==> config.mk <==
export PLATFORM = sky130hd
export DESIGN_NAME = external_address_attribute_decode
export DESIGN_NICKNAME = d
export VERILOG_FILES = /design/src/hdl/area_attr_pkg.sv /design/src/hdl/external_address_attribute_decode.sv
export SDC_FILE = /design/constraint.sdc
export NUM_CORES = 1
export LEC_CHECK = 0
export BUFFER_PORTS_ARGS = -buffer_cell sky130_fd_sc_hd__buf_2
export CORE_ASPECT_RATIO = 0.9
export CORE_MARGIN = 1
export CORE_UTILIZATION = 47
export DETAILED_ROUTE_END_ITERATION = 12
export GPL_TIMING_DRIVEN = 0
export PLACE_DENSITY = 0.77
export REMOVE_ABC_BUFFERS = 1
export SLEW_MARGIN = 0
export SYNTH_ARGS = -nofsm -noshare
export SYNTH_HDL_FRONTEND = slang
export SYNTH_SLANG_ARGS = --single-unit
==> constraint.sdc <==
create_clock -name clk -period 6 [get_ports clk]
set_input_delay 1.8 -clock clk [delete_from_list [all_inputs] [get_ports clk]]
set_output_delay 1.8 -clock clk [all_outputs]
set_load 0.005 [all_outputs]
==> src/hdl/area_attr_pkg.sv <==
// Constants for the external area attribute decoder: register map, field layout,
// encodings of memory type and memory space.
// Assumes a 32-bit APB with byte addresses and a 24-bit external address bus.
package area_attr_pkg;

    // Register map, one aligned word per area attribute register.
    localparam int          NUM_AREAS       = 4;
    localparam int          PADDR_W         = 8;
    localparam logic [7:0]  AREA0_OFFSET    = 8'h00;
    localparam logic [7:0]  AREA1_OFFSET    = 8'h04;
    localparam logic [7:0]  AREA2_OFFSET    = 8'h08;
    localparam logic [7:0]  AREA3_OFFSET    = 8'h0C;

    // Field layout of one area attribute register.
    localparam int          REG_W           = 24;
    localparam int          CMP_ADDR_HI     = 23;
    localparam int          CMP_ADDR_LO     = 12;
    localparam int          CMP_W_HI        = 11;
    localparam int          CMP_W_LO        = 8;
    localparam int          Y_EN_BIT        = 5;
    localparam int          X_EN_BIT        = 4;
    localparam int          P_EN_BIT        = 3;
    localparam int          POL_BIT         = 2;
    localparam int          TYPE_HI         = 1;
    localparam int          TYPE_LO         = 0;
    localparam logic [23:0] REG_WRITE_MASK  = 24'hFFFFBF;
    localparam logic [23:0] REG_RESET       = 24'h000000;

    // Compare address geometry.
    localparam int          EXT_ADDR_W      = 24;
    localparam int          CMP_BITS        = 12;
    localparam logic [3:0]  CMP_W_MAX       = 4'hC;
    localparam logic [3:0]  CMP_W_NONE      = 4'h0;

    // Memory type encodings.
    localparam logic [1:0]  TYPE_SRAM       = 2'h1;
    localparam logic [1:0]  TYPE_DRAM       = 2'h2;

    // Memory space of an external access.
    typedef enum logic [1:0]
    {
        SPACE_PROGRAM = 2'b00,
        SPACE_X       = 2'b01,
        SPACE_Y       = 2'b10,
        SPACE_NONE    = 2'b11
    } space_e;

endpackage

==> src/hdl/external_address_attribute_decode.sv <==
// Address attribute decoder of an external memory port: four APB registers, each
// steering one attribute or row strobe pin from the address and space of an access.
// Assumes the access request comes from logic on clk and software sets every
// memory type field to SRAM or DRAM before the port is used.
`timescale 1ns/1ps

module external_address_attribute_decode
    import area_attr_pkg::*;
(
    input  wire logic                   clk,
    input  wire logic                   reset_n,
    input  wire logic                   psel,
    input  wire logic                   penable,
    input  wire logic                   pwrite,
    input  wire logic [PADDR_W-1:0]     paddr,
    input  wire logic [31:0]            pwdata,
    output logic      [31:0]            prdata,
    output logic                        pready,
    output logic                        pslverr,
    input  wire logic                   ext_valid,
    input  wire logic [1:0]             ext_space,
    input  wire logic [EXT_ADDR_W-1:0]  ext_addr,
    input  wire logic                   ext_internal,
    output logic      [NUM_AREAS-1:0]   attribute_or_row_strobe_pin,
    output logic      [NUM_AREAS-1:0]   row_strobe_mode,
    output logic                        access_dram,
    output logic                        default_area
);

    // =========================================================================
    // Decode helpers
    // =========================================================================

    // Maps a bus address to a register index; bit 2 of the result flags a hit.
    function automatic logic [2:0] reg_index(input logic [PADDR_W-1:0] a);
        logic [2:0] r;
        r = 3'h0;
        if (a == AREA0_OFFSET)
            r = 3'h4;
        else if (a == AREA1_OFFSET)
            r = 3'h5;
        else if (a == AREA2_OFFSET)
            r = 3'h6;
        else if (a == AREA3_OFFSET)
            r = 3'h7;
        return r;
    endfunction

    // Tells whether an access hits the area that one register describes.
    function automatic logic area_hit(input logic [REG_W-1:0]      cfg,
                                      input logic [1:0]            space,
                                      input logic [EXT_ADDR_W-1:0] addr,
                                      input logic                  internal);
        logic [CMP_BITS-1:0] mask;
        logic [3:0]          width;
        logic                space_on;
        mask     = '0;
        width    = cfg[CMP_W_HI:CMP_W_LO];
        space_on = 1'b0;
        // Widths above the largest are reserved and compare all bits.
        if (width > CMP_W_MAX)
            width = CMP_W_MAX;
        for (int k = 0; k < CMP_BITS; k++)
        begin
            mask[CMP_BITS-1-k] = (4'(k) < width);
        end
        if (space == SPACE_Y)
            space_on = cfg[Y_EN_BIT];
        else if (space == SPACE_X)
            space_on = cfg[X_EN_BIT];
        else if (space == SPACE_PROGRAM)
            space_on = cfg[P_EN_BIT];
        // Width zero needs an external address.
        if (width == CMP_W_NONE)
            return space_on && !internal;
        // Upper address bits compared under the width mask.
        return space_on && (((cfg[CMP_ADDR_HI:CMP_ADDR_LO] ^ addr[EXT_ADDR_W-1:EXT_ADDR_W-CMP_BITS]) & mask) == '0);
    endfunction

    // =========================================================================
    // APB register file
    // =========================================================================

    logic [REG_W-1:0]     area_reg [NUM_AREAS];
    logic [2:0]           bus_index;
    logic                 bus_write;

    // Decode of the current bus address and write strobe in the access phase.
    assign bus_index = reg_index(paddr);
    assign bus_write = psel && penable && pwrite && bus_index[2];
    assign pready    = 1'b1;
    assign pslverr   = psel && penable && !bus_index[2];

    generate
        for (genvar g = 0; g < NUM_AREAS; g++)
        begin : g_area
            always_ff @(posedge clk)
            begin
                if (!reset_n)
                    area_reg[g] <= REG_RESET;
                else if (bus_write && bus_index[1:0] == 2'(g))
                    area_reg[g] <= pwdata[REG_W-1:0] & REG_WRITE_MASK; // Reserved bit 6 stays zero.
            end
        end
    endgenerate

    // Read data is captured in the setup phase so it stands during the access phase.
    always_ff @(posedge clk)
    begin
        if (!reset_n)
            prdata <= 32'h00000000;
        else if (psel && !penable)
        begin
            if (bus_index[2] && !pwrite)
                prdata <= {8'h00, area_reg[bus_index[1:0]]};
            else
                prdata <= 32'h00000000;
        end
    end

    // =========================================================================
    // Area match and pin drive
    // =========================================================================

    logic [NUM_AREAS-1:0] hit;
    logic [NUM_AREAS-1:0] pol;
    logic [NUM_AREAS-1:0] is_dram;
    logic                 next_dram;

    // Per register hit only for a valid, enabled, matching access.
    generate
        for (genvar g = 0; g < NUM_AREAS; g++)
        begin : g_hit
            assign hit[g]     = ext_valid && area_hit(area_reg[g], ext_space, ext_addr, ext_internal);
            assign pol[g]     = area_reg[g][POL_BIT];
            assign is_dram[g] = (area_reg[g][TYPE_HI:TYPE_LO] == TYPE_DRAM);
        end
    endgenerate

    // Lowest matching register decides the memory type.
    always_comb
    begin
        next_dram = 1'b0;
        for (int k = NUM_AREAS - 1; k >= 0; k--)
        begin
            if (hit[k])
                next_dram = is_dram[k];
        end
    end

    // Pin level follows the polarity bit.
    always_ff @(posedge clk)
    begin
        if (!reset_n)
            attribute_or_row_strobe_pin <= '1;
        else
            attribute_or_row_strobe_pin <= ~(hit ^ pol);
    end

    // DRAM type marks the pin as a row address strobe.
    always_ff @(posedge clk)
    begin
        if (!reset_n)
            row_strobe_mode <= '0;
        else
            row_strobe_mode <= is_dram;
    end

    // Default area accesses run as SRAM.
    always_ff @(posedge clk)
    begin
        if (!reset_n)
        begin
            access_dram  <= 1'b0;
            default_area <= 1'b0;
        end
        else
        begin
            access_dram  <= next_dram;
            default_area <= ext_valid && (hit == '0);
        end
    end
endmodule

Yosys cells after proc, flatten, opt, wreduce, memory -nomap -nowiden
Memories as Yosys holds them, arrays and structs flattened.
Cells that the tools add are included.
{"block": "word_totals", "ff_bits": 42, "ramBits": 92, "input_bits": 73, "output_inout_bits": 44, "mem_count": 1}
{"block": "classes", "magnitude_cmp": 52, "eq_ne": 12, "n_mux": 54, "bitwise": 14, "n_reduce_logical": 39}
{"name": "area_reg", "depth": 4, "word_bits": 23, "read_ports": 5, "rd_ports_with_merged_regs": 0, "write_ports": 4, "line": "external_address_attribute_decode.sv:84", "source": "logic [REG_W-1:0] area_reg [NUM_AREAS];"}
{"op": "$mux W23", "count": 4}
{"op": "$lt A3 B4 Y1 const A", "count": 16}
{"op": "$lt A4 B4 Y1 const A", "count": 16}
{"op": "$and A12 B12 Y12", "count": 4}
{"op": "$logic_not A12 Y1", "count": 4}
{"op": "$xor A12 B12 Y12", "count": 4}
{"op": "$mux W1", "count": 41}
{"op": "$lt A1 B4 Y1 const A", "count": 8}
{"op": "$lt A2 B4 Y1 const A", "count": 8}
{"op": "$mux W24", "count": 1}
{"op": "$logic_and A1 B1 Y1", "count": 23}
{"op": "$logic_not A4 Y1", "count": 5}
{"op": "$eq A8 B4 Y1 const B", "count": 2}
{"op": "$gt A4 B4 Y1 const B", "count": 4}
{"op": "$mux W4", "count": 4}
{"op": "$eq A2 B2 Y1 const B", "count": 7}
{"op": "$mux W3", "count": 4}
{"op": "$eq A8 B3 Y1 const B", "count": 1}
{"op": "$logic_not A8 Y1", "count": 1}
{"op": "$eq A2 B1 Y1 const B", "count": 2}
{"op": "$logic_not A1 Y1", "count": 4}
{"op": "$logic_not A2 Y1", "count": 2}
{"op": "$not A4 Y4", "count": 1}
{"op": "$or A1 B1 Y1", "count": 4}
{"op": "$xor A4 B4 Y4", "count": 1}

Longest topological paths before layout
Gate-level depths: netlist (run 1).
An unclocked memory read counts as a cell.
{"block": "logic_depth", "ltp_word": 13, "depth_mapped": 9}

Worst setup path after synthesis (run 1)
OpenSTA, ideal clock, no wires.
{"block": "synth_path", "kind": "input to register", "from": "in paddr[1]", "to": "mem area_reg[3][0] in the netlist's numbering, enable pin", "setup_time_ns": 0.435, "arrival_time_ns": 4.343, "required_time_ns": 5.565, "setup_slack_ns": 1.222, "path_stages": 7, "cell_sequence": "nor2_1 > and3_1 > and2_1 > buf_4 > buf_6 > nand4_2 > o21ai_0"}
{"item": "start, declared", "line": "external_address_attribute_decode.sv:15", "source": "input wire logic [PADDR_W-1:0] paddr,"}
{"item": "end, declared", "line": "external_address_attribute_decode.sv:84"}

Worst setup path in the final report (run 1)
{"block": "layout_path", "from": "in paddr[1]", "to": "out pslverr"}
{"block": "layout_between", "elab_chain_len": 7}
{"item": "$eq A8 B4 Y1", "line": "external_address_attribute_decode.sv:44", "source": "else if (a == AREA3_OFFSET)"}
{"item": "$mux W3", "line": "external_address_attribute_decode.sv:44"}
{"item": "$mux W3", "line": "external_address_attribute_decode.sv:42", "source": "else if (a == AREA2_OFFSET)"}
{"item": "$mux W3", "line": "external_address_attribute_decode.sv:40", "source": "else if (a == AREA1_OFFSET)"}
{"item": "$mux W3 *", "line": "external_address_attribute_decode.sv:38", "source": "if (a == AREA0_OFFSET)"}
{"item": "$logic_not A1 Y1 *", "line": "external_address_attribute_decode.sv:92", "source": "assign pslverr = psel && penable && !bus_index[2];"}
{"item": "$logic_and A1 B1 Y1 *", "line": "external_address_attribute_decode.sv:92"}
{"item": "end, declared", "line": "external_address_attribute_decode.sv:19", "source": "output logic pslverr,"}
Every way passes the cells marked *; elsewhere a longest branch is shown, timed or not.

==> impl_metrics.ini, run 1 <==
[logic_synthesis]
synth_top_cell_by_area = edfxtp_1
synthArstFlopShare = 0
yosysWarningCount = 0
netlist_instances = 535
ys_seq_area_frac = 0.539
synth_area_um2 = 6350
synth_cell_types = 51
synth_ff_type = edfxtp_1
avgSynthCellArea_um2 = 11.9
yosys-top-cells-area = edfxtp_1 (44%), dfxtp_1 (10%), and2_1 (9.5%)
yosysTopAreaCellShare = 0.435
synth-seq-cells = 125
synth_edf_count = 92

[placement]
io_buffers = 85
dp.cells = 760
hpwl_mm = 11.6
gp_congestion = 0.831
pre_cts_ws_ps = 1570

[job]
max_cap_violations = 0

[hold_path]
whs_path_depth = 1
hold_class = flop to flop
min_from = area_reg[0][0]
hold-path-endpoint = row_strobe_mode[0]

[die]
die_h_um = 112
io_pins = 117
die_x_um = 124
core.rowCount = 39
initial_utilization = 0.491
dieArea_um2 = 14000
coreArea_um2 = 12900

[drt]
drt_first_pass_iters = 7
initialDrtViolationCount = 413
num_vias = 4566
wirelength_mm = 16.5
ant_nets = 0
drc = 0
wl_per_cell_um = 20.8
via_per_inst = 5.77

[pwr]
seq_power_share = 0.456
ir_worst_vdd_mv = 0.182
p_per_area_nw_per_um2 = 289
p_comb_frac = 0.077
sw_frac_of_total = 0.250
p_leak_nw = 2.81
clkPwrFrac = 0.467
p_int_w = 0.00163
p_sw_w = 0.000544

[timing]
fin_ws_ps = 1610
maxSlewViolCount = 0
fin_crit_ps = 4390
slew_headroom = 0.177
finalSetupViolations = 0
fmax_ghz = 0.228
worst_pin_slew_ps = 1230
finalCritPeriodShare = 0.731
hold_viol_final = 0
rsz0062_at_grt = false
fin_skew_ps = 6.64

[setup_path]
arrival_ps = 2590
r2r_cells = 6
reg2reg_from = area_reg[2][9]
cp_common_cell = buf_2
critPathSlowestCell = and3_1
cp_max_fo = 3
cp-end-kind = output port
worstPathCellList = buf_2 -> nor2_1 -> nand3_1 -> and3_1 -> buf_2
crit_path_max_incr_delay_ps = 230
crit_required_ps = 4200
reg2reg_slack_ps = 3570
reg2reg_to = access_dram
worstSetupStartpointType = input port
path_class = input port to output port

[run_status]
status = finished clean

[clock_tree]
cts_setup_buffers = 0
cts_tree = yes
path_clk_slew_ps = 60
ctsHoldBuffers = 0
cts_max_level = 4
cts_buffers = 17
clk-insertion-delay-late_ps = 430
cts_max_path_buffers = 2
numClockSinks = 125
root_buffer = clkbuf_16
cts.repair.resized = 0

[final_layout]
final_util = 0.582
area_delta_synth_final_pct = 18.6
nets = 688
largest_reg_flops = 92
antennaDiodeCount = 0
stdcell_count = 792
final_cell_mix = and2_1 (95), edfxtp_1 (92), buf_2 (85)
final_common_cell = and2_1
fillers = 1077
layout-drive-gt1-share = 0.261

[global_route]
grt_antenna_before_repair = 0
grtUsageTotal = 0.244
grt_pass1_vias = 4535
grt_max_degree = 28
grt_overflow = 0
grt_first_pass_wirelength_mm = 25.2
## how the worst max path moves through the flow
stage | cells after the start | endpoint | startpoint
after floorplan | 5 | area_reg[2][0] | paddr[1]
after global placement | 6 | area_reg[3][17] | paddr[1]
after detailed placement | 7 | area_reg[2][17] | paddr[7]
after CTS | 5 | pslverr | paddr[7]
after global routing | 5 | pslverr | paddr[1]
final | 5 | pslverr | paddr[1]
## cell families after synthesis
kind of cell | after synthesis | synth area share
AOI/OAI and AO/OA | 81 | 0.0852
xor gates and xnor gates | 52 | 0.0718
buffers and inverters | 46 | 0.0390
DFF | 125 | 0.539
muxes | 27 | 0.0879
other | 2 | 0.00118
and+or+nand+nor | 202 | 0.175
## critical path: cells and delay by family
family | cells | cell delay [ps]
simple gates | 3 | 570
buf+inv | 2 | 220
## power groups by stage
stage | clock network [W] | registers [W] | logic, W
after global routing | 0.00106 | 0.000996 | 0.000180
after CTS | 0.00102 | 0.000991 | 0.000166
final | 0.00101 | 0.000991 | 0.000167
after detailed placement | 0 | 0.00101 | 0.000164
after floorplan | 0 | 0.00100 | 0.0000903
after global placement | 0 | 0.00101 | 0.000158
## routing by layer
layer,track usage,wire length [µm],share of wire,vias up
li1,-,-,-,2082
met1,0.323,7010,0.43,2257
met2,0.394,7910,0.48,203
met3,0.0672,1310,0.079,24
met4,0.0731,251,0.015,0
met5,0,0,0,-
## Yosys cell counts, types with 3 or more instances
cell type	instances
and2_1	96
edfxtp_1	92
nor2_1	46
xnor2_1	36
dfxtp_1	33
a22oi_1	23
mux4_2	23
o21ai_0	18
nand2_1	16
xor2_1	16
clkbuf_1	14
nor3_1	12
a21oi_1	11
buf_4	11
inv_1	7
a211oi_1	6
nor3b_1	6
a31oi_1	5
clkbuf_2	5
buf_2	4
mux2i_1	4
nand3_1	4
nor4_1	4
o22ai_1	4
buf_6	3
or3_1	3
## final cells by class
cell class / instances / area [µm²] / area share
inverter: 8 / 30.0 / 0.00399
clock inverter: 13 / 130 / 0.0173
tap: 164 / 205 / 0.0273
timing repair buffer: 91 / 520 / 0.0691
sequential: 125 / 3420 / 0.455
clock buffer: 19 / 453 / 0.0602
multi-input combinational: 372 / 2770 / 0.367
## per-stage QoR
step | power (W) | hold slack, ps | instance area (µm²) | setup TNS (ps)
finish | 0.00217 | 466 | 7530 | 0
global route | 0.00223 | 486 | 7530 | 0
CTS | 0.00217 | 466 | 7530 | 0
detailed placement | 0.00117 | 456 | 6950 | 0
global placement | 0.00117 | 460 | 6790 | -71800
floorplan | 0.00109 | 423 | 6160 | 0
(Power assumes the default switching activity.)
==> inputs of run 2 (changes only) <==
Settings changed: PLACE_DENSITY 0.77 to 0.8.
Clock period 6 ns to 3.98 ns, I/O delays scaled along.
==> run 2 against run 1 <==
Highest routed layer unchanged. Sequential cell count unchanged. Clock skew about the same. Power increased by 53%. Sequential share of layout area decreased by 0.25 points. First-iteration DRC count increased by 14%. Via count decreased by 0.66%. Sequential power increased by 51%. Largest power group unchanged. Global-route usage about the same.
==> impl_metrics.ini, run 2 (same netlist as run 1, synthesis figures left out) <==
[run_status]
status = finished clean

[pwr]
p_comb_frac = 0.076
power_w = 0.00333
ir_worst_vdd_mv = 0.319
p_sw_w = 0.000773
p_int_w = 0.00256
p_leak_nw = 2.84
sw_frac_of_total = 0.232
p_per_area_nw_per_um2 = 440
clkPwrFrac = 0.474
seq_power_share = 0.449

[drt]
ant_nets = 0
drc = 0
drt_first_pass_iters = 5
via_per_inst = 5.71
initialDrtViolationCount = 472
wirelength_mm = 16.3
wl_per_cell_um = 20.4
num_vias = 4536

[setup_path]
worstSetupStartpointType = input port
worstPathCellList = buf_2 -> nor2_1 -> and3_1 -> and2_2 -> buf_12 -> nand4_2 -> o21ai_2 -> buf_16
reg2reg_slack_ps = 1590
reg2reg_from = area_reg[2][8]
crit_start = paddr[1]
crit_required_ps = 4110
arrival_ps = 3490
crit_path_max_incr_delay_ps = 740
r2r_cells = 7
endpoint = area_reg[2][17]
critPathSlowestCell = o21ai_2
cp_max_fo = 15
cp-end-kind = flop
reg2reg_to = access_dram
path_class = input port to flop

[timing]
hold_viol_final = 0
maxSlewViolCount = 0
fin_skew_ps = 6.33
finalCritPeriodShare = 0.843
finalSetupViolations = 0
fmax_ghz = 0.298
hold-worst-slack_ps = 482
worst_pin_slew_ps = 1220
rsz0062_at_grt = false
slew_headroom = 0.185
fin_crit_ps = 3350

[final_layout]
area_delta_synth_final_pct = 19.3
final_cell_mix = and2_1 (95), edfxtp_1 (92), buf_2 (85)
regArea_um2 = 3420
antennaDiodeCount = 0
largest_reg_flops = 92
multi_input_area_um2 = 2740
layout-drive-gt1-share = 0.265
final_common_cell = and2_1
fillers = 997
nets = 691

[die]
core.rowCount = 39
initial_utilization = 0.491
coreArea_um2 = 12900
die_h_um = 112
dieArea_um2 = 14000
io_pins = 117
die_x_um = 124

[clock_tree]
cts_buffers = 17
ctsHoldBuffers = 0
cts_tree = yes
cts.repair.resized = 0
clk-insertion-delay-late_ps = 420
cts_max_path_buffers = 2
root_buffer = clkbuf_16
cts_max_level = 4
numClockSinks = 125
cts_setup_buffers = 0
path_clk_slew_ps = 60

[global_route]
grt_first_pass_wirelength_mm = 25.5
grt_pass1_vias = 4648
grt_max_degree = 28
grt_antenna_before_repair = 0
grt_overflow = 0
grtUsageTotal = 0.244

[job]
max_cap_violations = 0

[placement]
hpwl_mm = 11.5
gp_congestion = 0.882
io_buffers = 85

[hold_path]
hold_class = flop to flop
min_from = area_reg[0][0]
## run 2: cell count changes in the layout (fill, tap and decap cells not counted), moves of 2 or more
| cell | before | now |
|---|---|---|
| o21ai_4 | 4 | 1 |
| buf_6 | 0 | 3 |
| inv_6 | 5 | 1 |
| clkinv_2 | 0 | 3 |
| buf_8 | 5 | 3 |
| o21ai_2 | 0 | 3 |
| bufinv_16 | 1 | 3 |
## run 2: worst min-delay path by stage
| stage | to | slack (ps) | cells after the start |
|---|---|---|---|
| global route | row_strobe_mode[0] | 490 | 1 |
| floorplan | row_strobe_mode[0] | 420 | 1 |
| finish | row_strobe_mode[0] | 480 | 1 |
| global placement | row_strobe_mode[0] | 460 | 1 |
| CTS | row_strobe_mode[0] | 480 | 1 |
| detailed placement | row_strobe_mode[0] | 460 | 1 |
## run 2: stage by stage
stage / utilization / TNS [ps] / area [µm²] / instances / setup WS (ps)
6_report: 0.585 / 0 / 7570 / 795 / 626
5_1_grt: 0.585 / 0 / 7570 / 795 / 428
4_1_cts: 0.585 / 0 / 7570 / 795 / 607
3_5_place_dp: 0.538 / 0 / 6960 / 763 / 180
3_3_place_gp: 0.525 / -252830 / 6790 / 754 / -2800
2_1_floorplan: - / -40060 / 6160 / 505 / -871
## run 2: layout make-up
class,count,share of cell area
clock buffer,18,0.0580
clock inverter,14,0.0223
inverter,8,0.00397
multi-input combinational,372,0.362
sequential,125,0.452
tap,164,0.0271
timing repair buffer,94,0.0739
## run 2: per-layer routing
layer,vias to the layer above,wire length [µm],GRT usage,part of all wire
met2,209,8030,0.410,0.49
met5,-,0,0,0
li1,2083,-,-,-
met1,2224,6890,0.312,0.42
met4,0,214,0.0876,0.013
met3,20,1120,0.0524,0.069
## run 2: worst max-delay path: cells and delay by family
| kind | cells | cell delay [ps] |
|---|---|---|
| simple gates | 4 | 960 |
| compound gates | 1 | 740 |
| buf+inv | 3 | 570 |
## run 2: power groups by stage
stage	clock (W)	sequential [W]	combinational, W
6_report	0.00158	0.00150	0.000253
4_1_cts	0.00159	0.00150	0.000253
3_5_place_dp	0	0.00152	0.000250
5_1_grt	0.00164	0.00150	0.000275
3_3_place_gp	0	0.00152	0.000235
2_1_floorplan	0	0.00151	0.000136
==> inputs of run 3 (changes only) <==
Settings changed: ABC_AREA set to 1, PLACE_DENSITY 0.8 to 0.79.
Clock period 3.98 ns to 3 ns, I/O delays scaled along.
==> run 3 against run 2 <==
The flow now finishes with violations (DRC). Largest power group unchanged. Clock skew rose by 2.0 ps. Final area increased by 6.1%. Sequential cell count unchanged.
==> impl_metrics.ini, run 3 <==
[die]
dieArea_um2 = 14700
initial_utilization = 0.480
coreArea_um2 = 14000
core.rowCount = 41
die_x_um = 128
io_pins = 117
die_h_um = 115

[setup_path]
reg2reg_from = area_reg[0][8]
cp-end-kind = output port
path_buf_inv = 3
r2r_cells = 10
crit_start = paddr[1]
arrival_ps = 2030
reg2reg_to = attribute_or_row_strobe_pin[0]
worstPathCellList = buf_2 -> nor2_1 -> nand2_2 -> nor2_4 -> buf_12 -> a21oi_4 -> nand2_2 -> nor2_1 -> buf_2
critPathSlowestCell = buf_12
reg2reg_slack_ps = 810
endpoint = pslverr
worstSetupStartpointType = input port
cp_max_fo = 19
cp_top_family = simple AND/OR/NAND/NOR gates
path_class = input port to output port
crit_path_max_incr_delay_ps = 200
crit_required_ps = 2100
worst-path-stages = 9

[placement]
io_buffers = 85
hpwl_mm = 12.3
gp_congestion = 0.948
dp.cells = 1079

[logic_synthesis]
synth_ff_type = edfxtp_1
synth_top_family_by_area = simple AND/OR/NAND/NOR gates
synth_area_um2 = 6700
synth_fa_ha_area_frac = 0
yosysWarningCount = 0
yosys-mux-area-fraction = 0.0105
ys_seq_area_frac = 0.511
synth-seq-cells = 125
synth_cell_types = 32
netlist_instances = 831
synth_compound_area_frac = 0.103
synth_top_cell_by_area = edfxtp_1
yosys.cell_count.top_type = nand2_1
yosysTopAreaCellShare = 0.412
avgSynthCellArea_um2 = 8.06
synth_edf_count = 92
synthArstFlopShare = 0
synth-xor-area-share = 0.0405
yosys-top-cells-area = edfxtp_1 (41%), nand2_1 (11%), dfxtp_1 (9.9%)
synth_common_cells = nand2_1 (189), nor2_1 (144), edfxtp_1 (92), inv_1 (81), o21ai_0 (68)
synth-simple-area-share = 0.252

[pwr]
clkPwrFrac = 0.461
seq_power_share = 0.448
sw_frac_of_total = 0.240
p_per_area_nw_per_um2 = 548
p_int_w = 0.00335
p_sw_w = 0.00106
power_w = 0.00440
p_comb_frac = 0.090
ir_worst_vdd_mv = 0.452
p_leak_nw = 3.51

[timing]
finalSetupViolations = 0
totalNegativeSetupSlack_ps = 0
hold_viol_final = 0
rsz0062_at_grt = false
finalCritPeriodShare = 0.977
worst_pin_slew_ps = 1300
fin_crit_ps = 2930
fmax_ghz = 0.341
fin_skew_ps = 8.32
slew_headroom = 0.132
maxSlewViolCount = 0

[final_layout]
antennaDiodeCount = 0
final_cell_mix = nand2_1 (186), nor2_1 (144), edfxtp_1 (92)
final_common_cell = nand2_1
stdcell_count = 1122
fillers = 1266
multi_input_area_um2 = 2830
area_delta_synth_final_pct = 19.9
largest_reg_flops = 92
nets = 989
regArea_um2 = 3420
layout-drive-gt1-share = 0.178

[job]
max_cap_violations = 0

[clock_tree]
numClockSinks = 125
cts_buffers = 17
clk-insertion-delay-late_ps = 420
path_clk_slew_ps = 60
cts_tree = yes
cts_max_path_buffers = 2
root_buffer = clkbuf_16
cts_max_level = 4

[drt]
num_vias = 5970
initialDrtViolationCount = 764
wirelength_mm = 19.6
via_per_inst = 5.32
ant_nets = 0
drt_first_pass_iters = 12
wl_per_cell_um = 17.5
drc = 2

[run_status]
violations = DRC
status = complete, but fails checks

[global_route]
grt_max_degree = 39
grt_antenna_before_repair = 0
grt_first_pass_wirelength_mm = 29.3
grt_overflow = 0
grtUsageTotal = 0.273
grt_pass1_vias = 5519

[hold_path]
hold_class = flop to flop
whs_path_depth = 2
min_from = prdata[17]
run 3: power by group through the flow:
stage	sequential (W)	clock, W	combinational [W]
6_report	0.00197	0.00203	0.000398
4_1_cts	0.00197	0.00203	0.000384
2_1_floorplan	0.00199	0	0.000221
3_5_place_dp	0.00201	0	0.000374
5_1_grt	0.00198	0.00210	0.000443
3_3_place_gp	0.00201	0	0.000355
run 3: logic make-up (layout without fill, tap and decap cells):
group / Yosys count / in the layout
AOI/OAI and AO/OA: 132 / 133
xor gates and xnor gates: 31 / 31
buffers and inverters: 129 / 216
DFF: 125 / 125
muxes: 7 / 7
other: 2 / 10
and+or+nand+nor: 405 / 407
run 3: layer usage:
metal,wire length [µm],GRT usage,up-vias
li1,-,-,2865
met1,7850,0.340,2722
met2,9380,0.445,326
met3,1790,0.0661,57
met4,599,0.136,0
met5,0,0,-
run 3: worst min path at each step:
stage,to
final,prdata[17]
after global routing,prdata[1]
after CTS,prdata[12]
after detailed placement,prdata[12]
after global placement,prdata[10]
after floorplan,row_strobe_mode[0]
run 3: worst register-to-register path, stage by stage, from the launching register on:
cell and delay, ps:
edfxtp_1 420, inv_1 230, nand4_1 220, nand2_1 120, nand2_1 70, nor2_1 150
nand3_1 140, nor2_1 290, inv_1 120, a21oi_1 150, o21ai_0 140
run 3: final cells by class:
cell class                 count  share of cell area
clock inverter                13              0.0185
tap                          193              0.0301
clock buffer                  19              0.0539
inverter                      86              0.0402
multi-input combinational    588               0.353
timing repair buffer          98              0.0788
sequential                   125               0.426
run 3: timing repair:
item / CTS / global route
cloned: 3 / 1
buffers inserted: 2 / 5
hold buffers: 0 / 0
resized for setup: 4 / 2
endpoints found under the hold margin: 0 / 0
endpoints found under the setup margin: 150 / 16
pin swaps: 4 / 4
run 3: through the flow:
| step | util | hold slack [ps] | area, µm² | setup slack [ps] |
|---|---|---|---|---|
| after floorplan | - | 437 | 6500 | -1950 |
| after global placement | 0.514 | 451 | 7170 | -4390 |
| after detailed placement | 0.524 | 453 | 7320 | -1250 |
| after CTS | 0.570 | 461 | 7950 | 10.4 |
| after global routing | 0.576 | 470 | 8040 | 22.3 |
| final | 0.576 | 458 | 8040 | 70.2 |
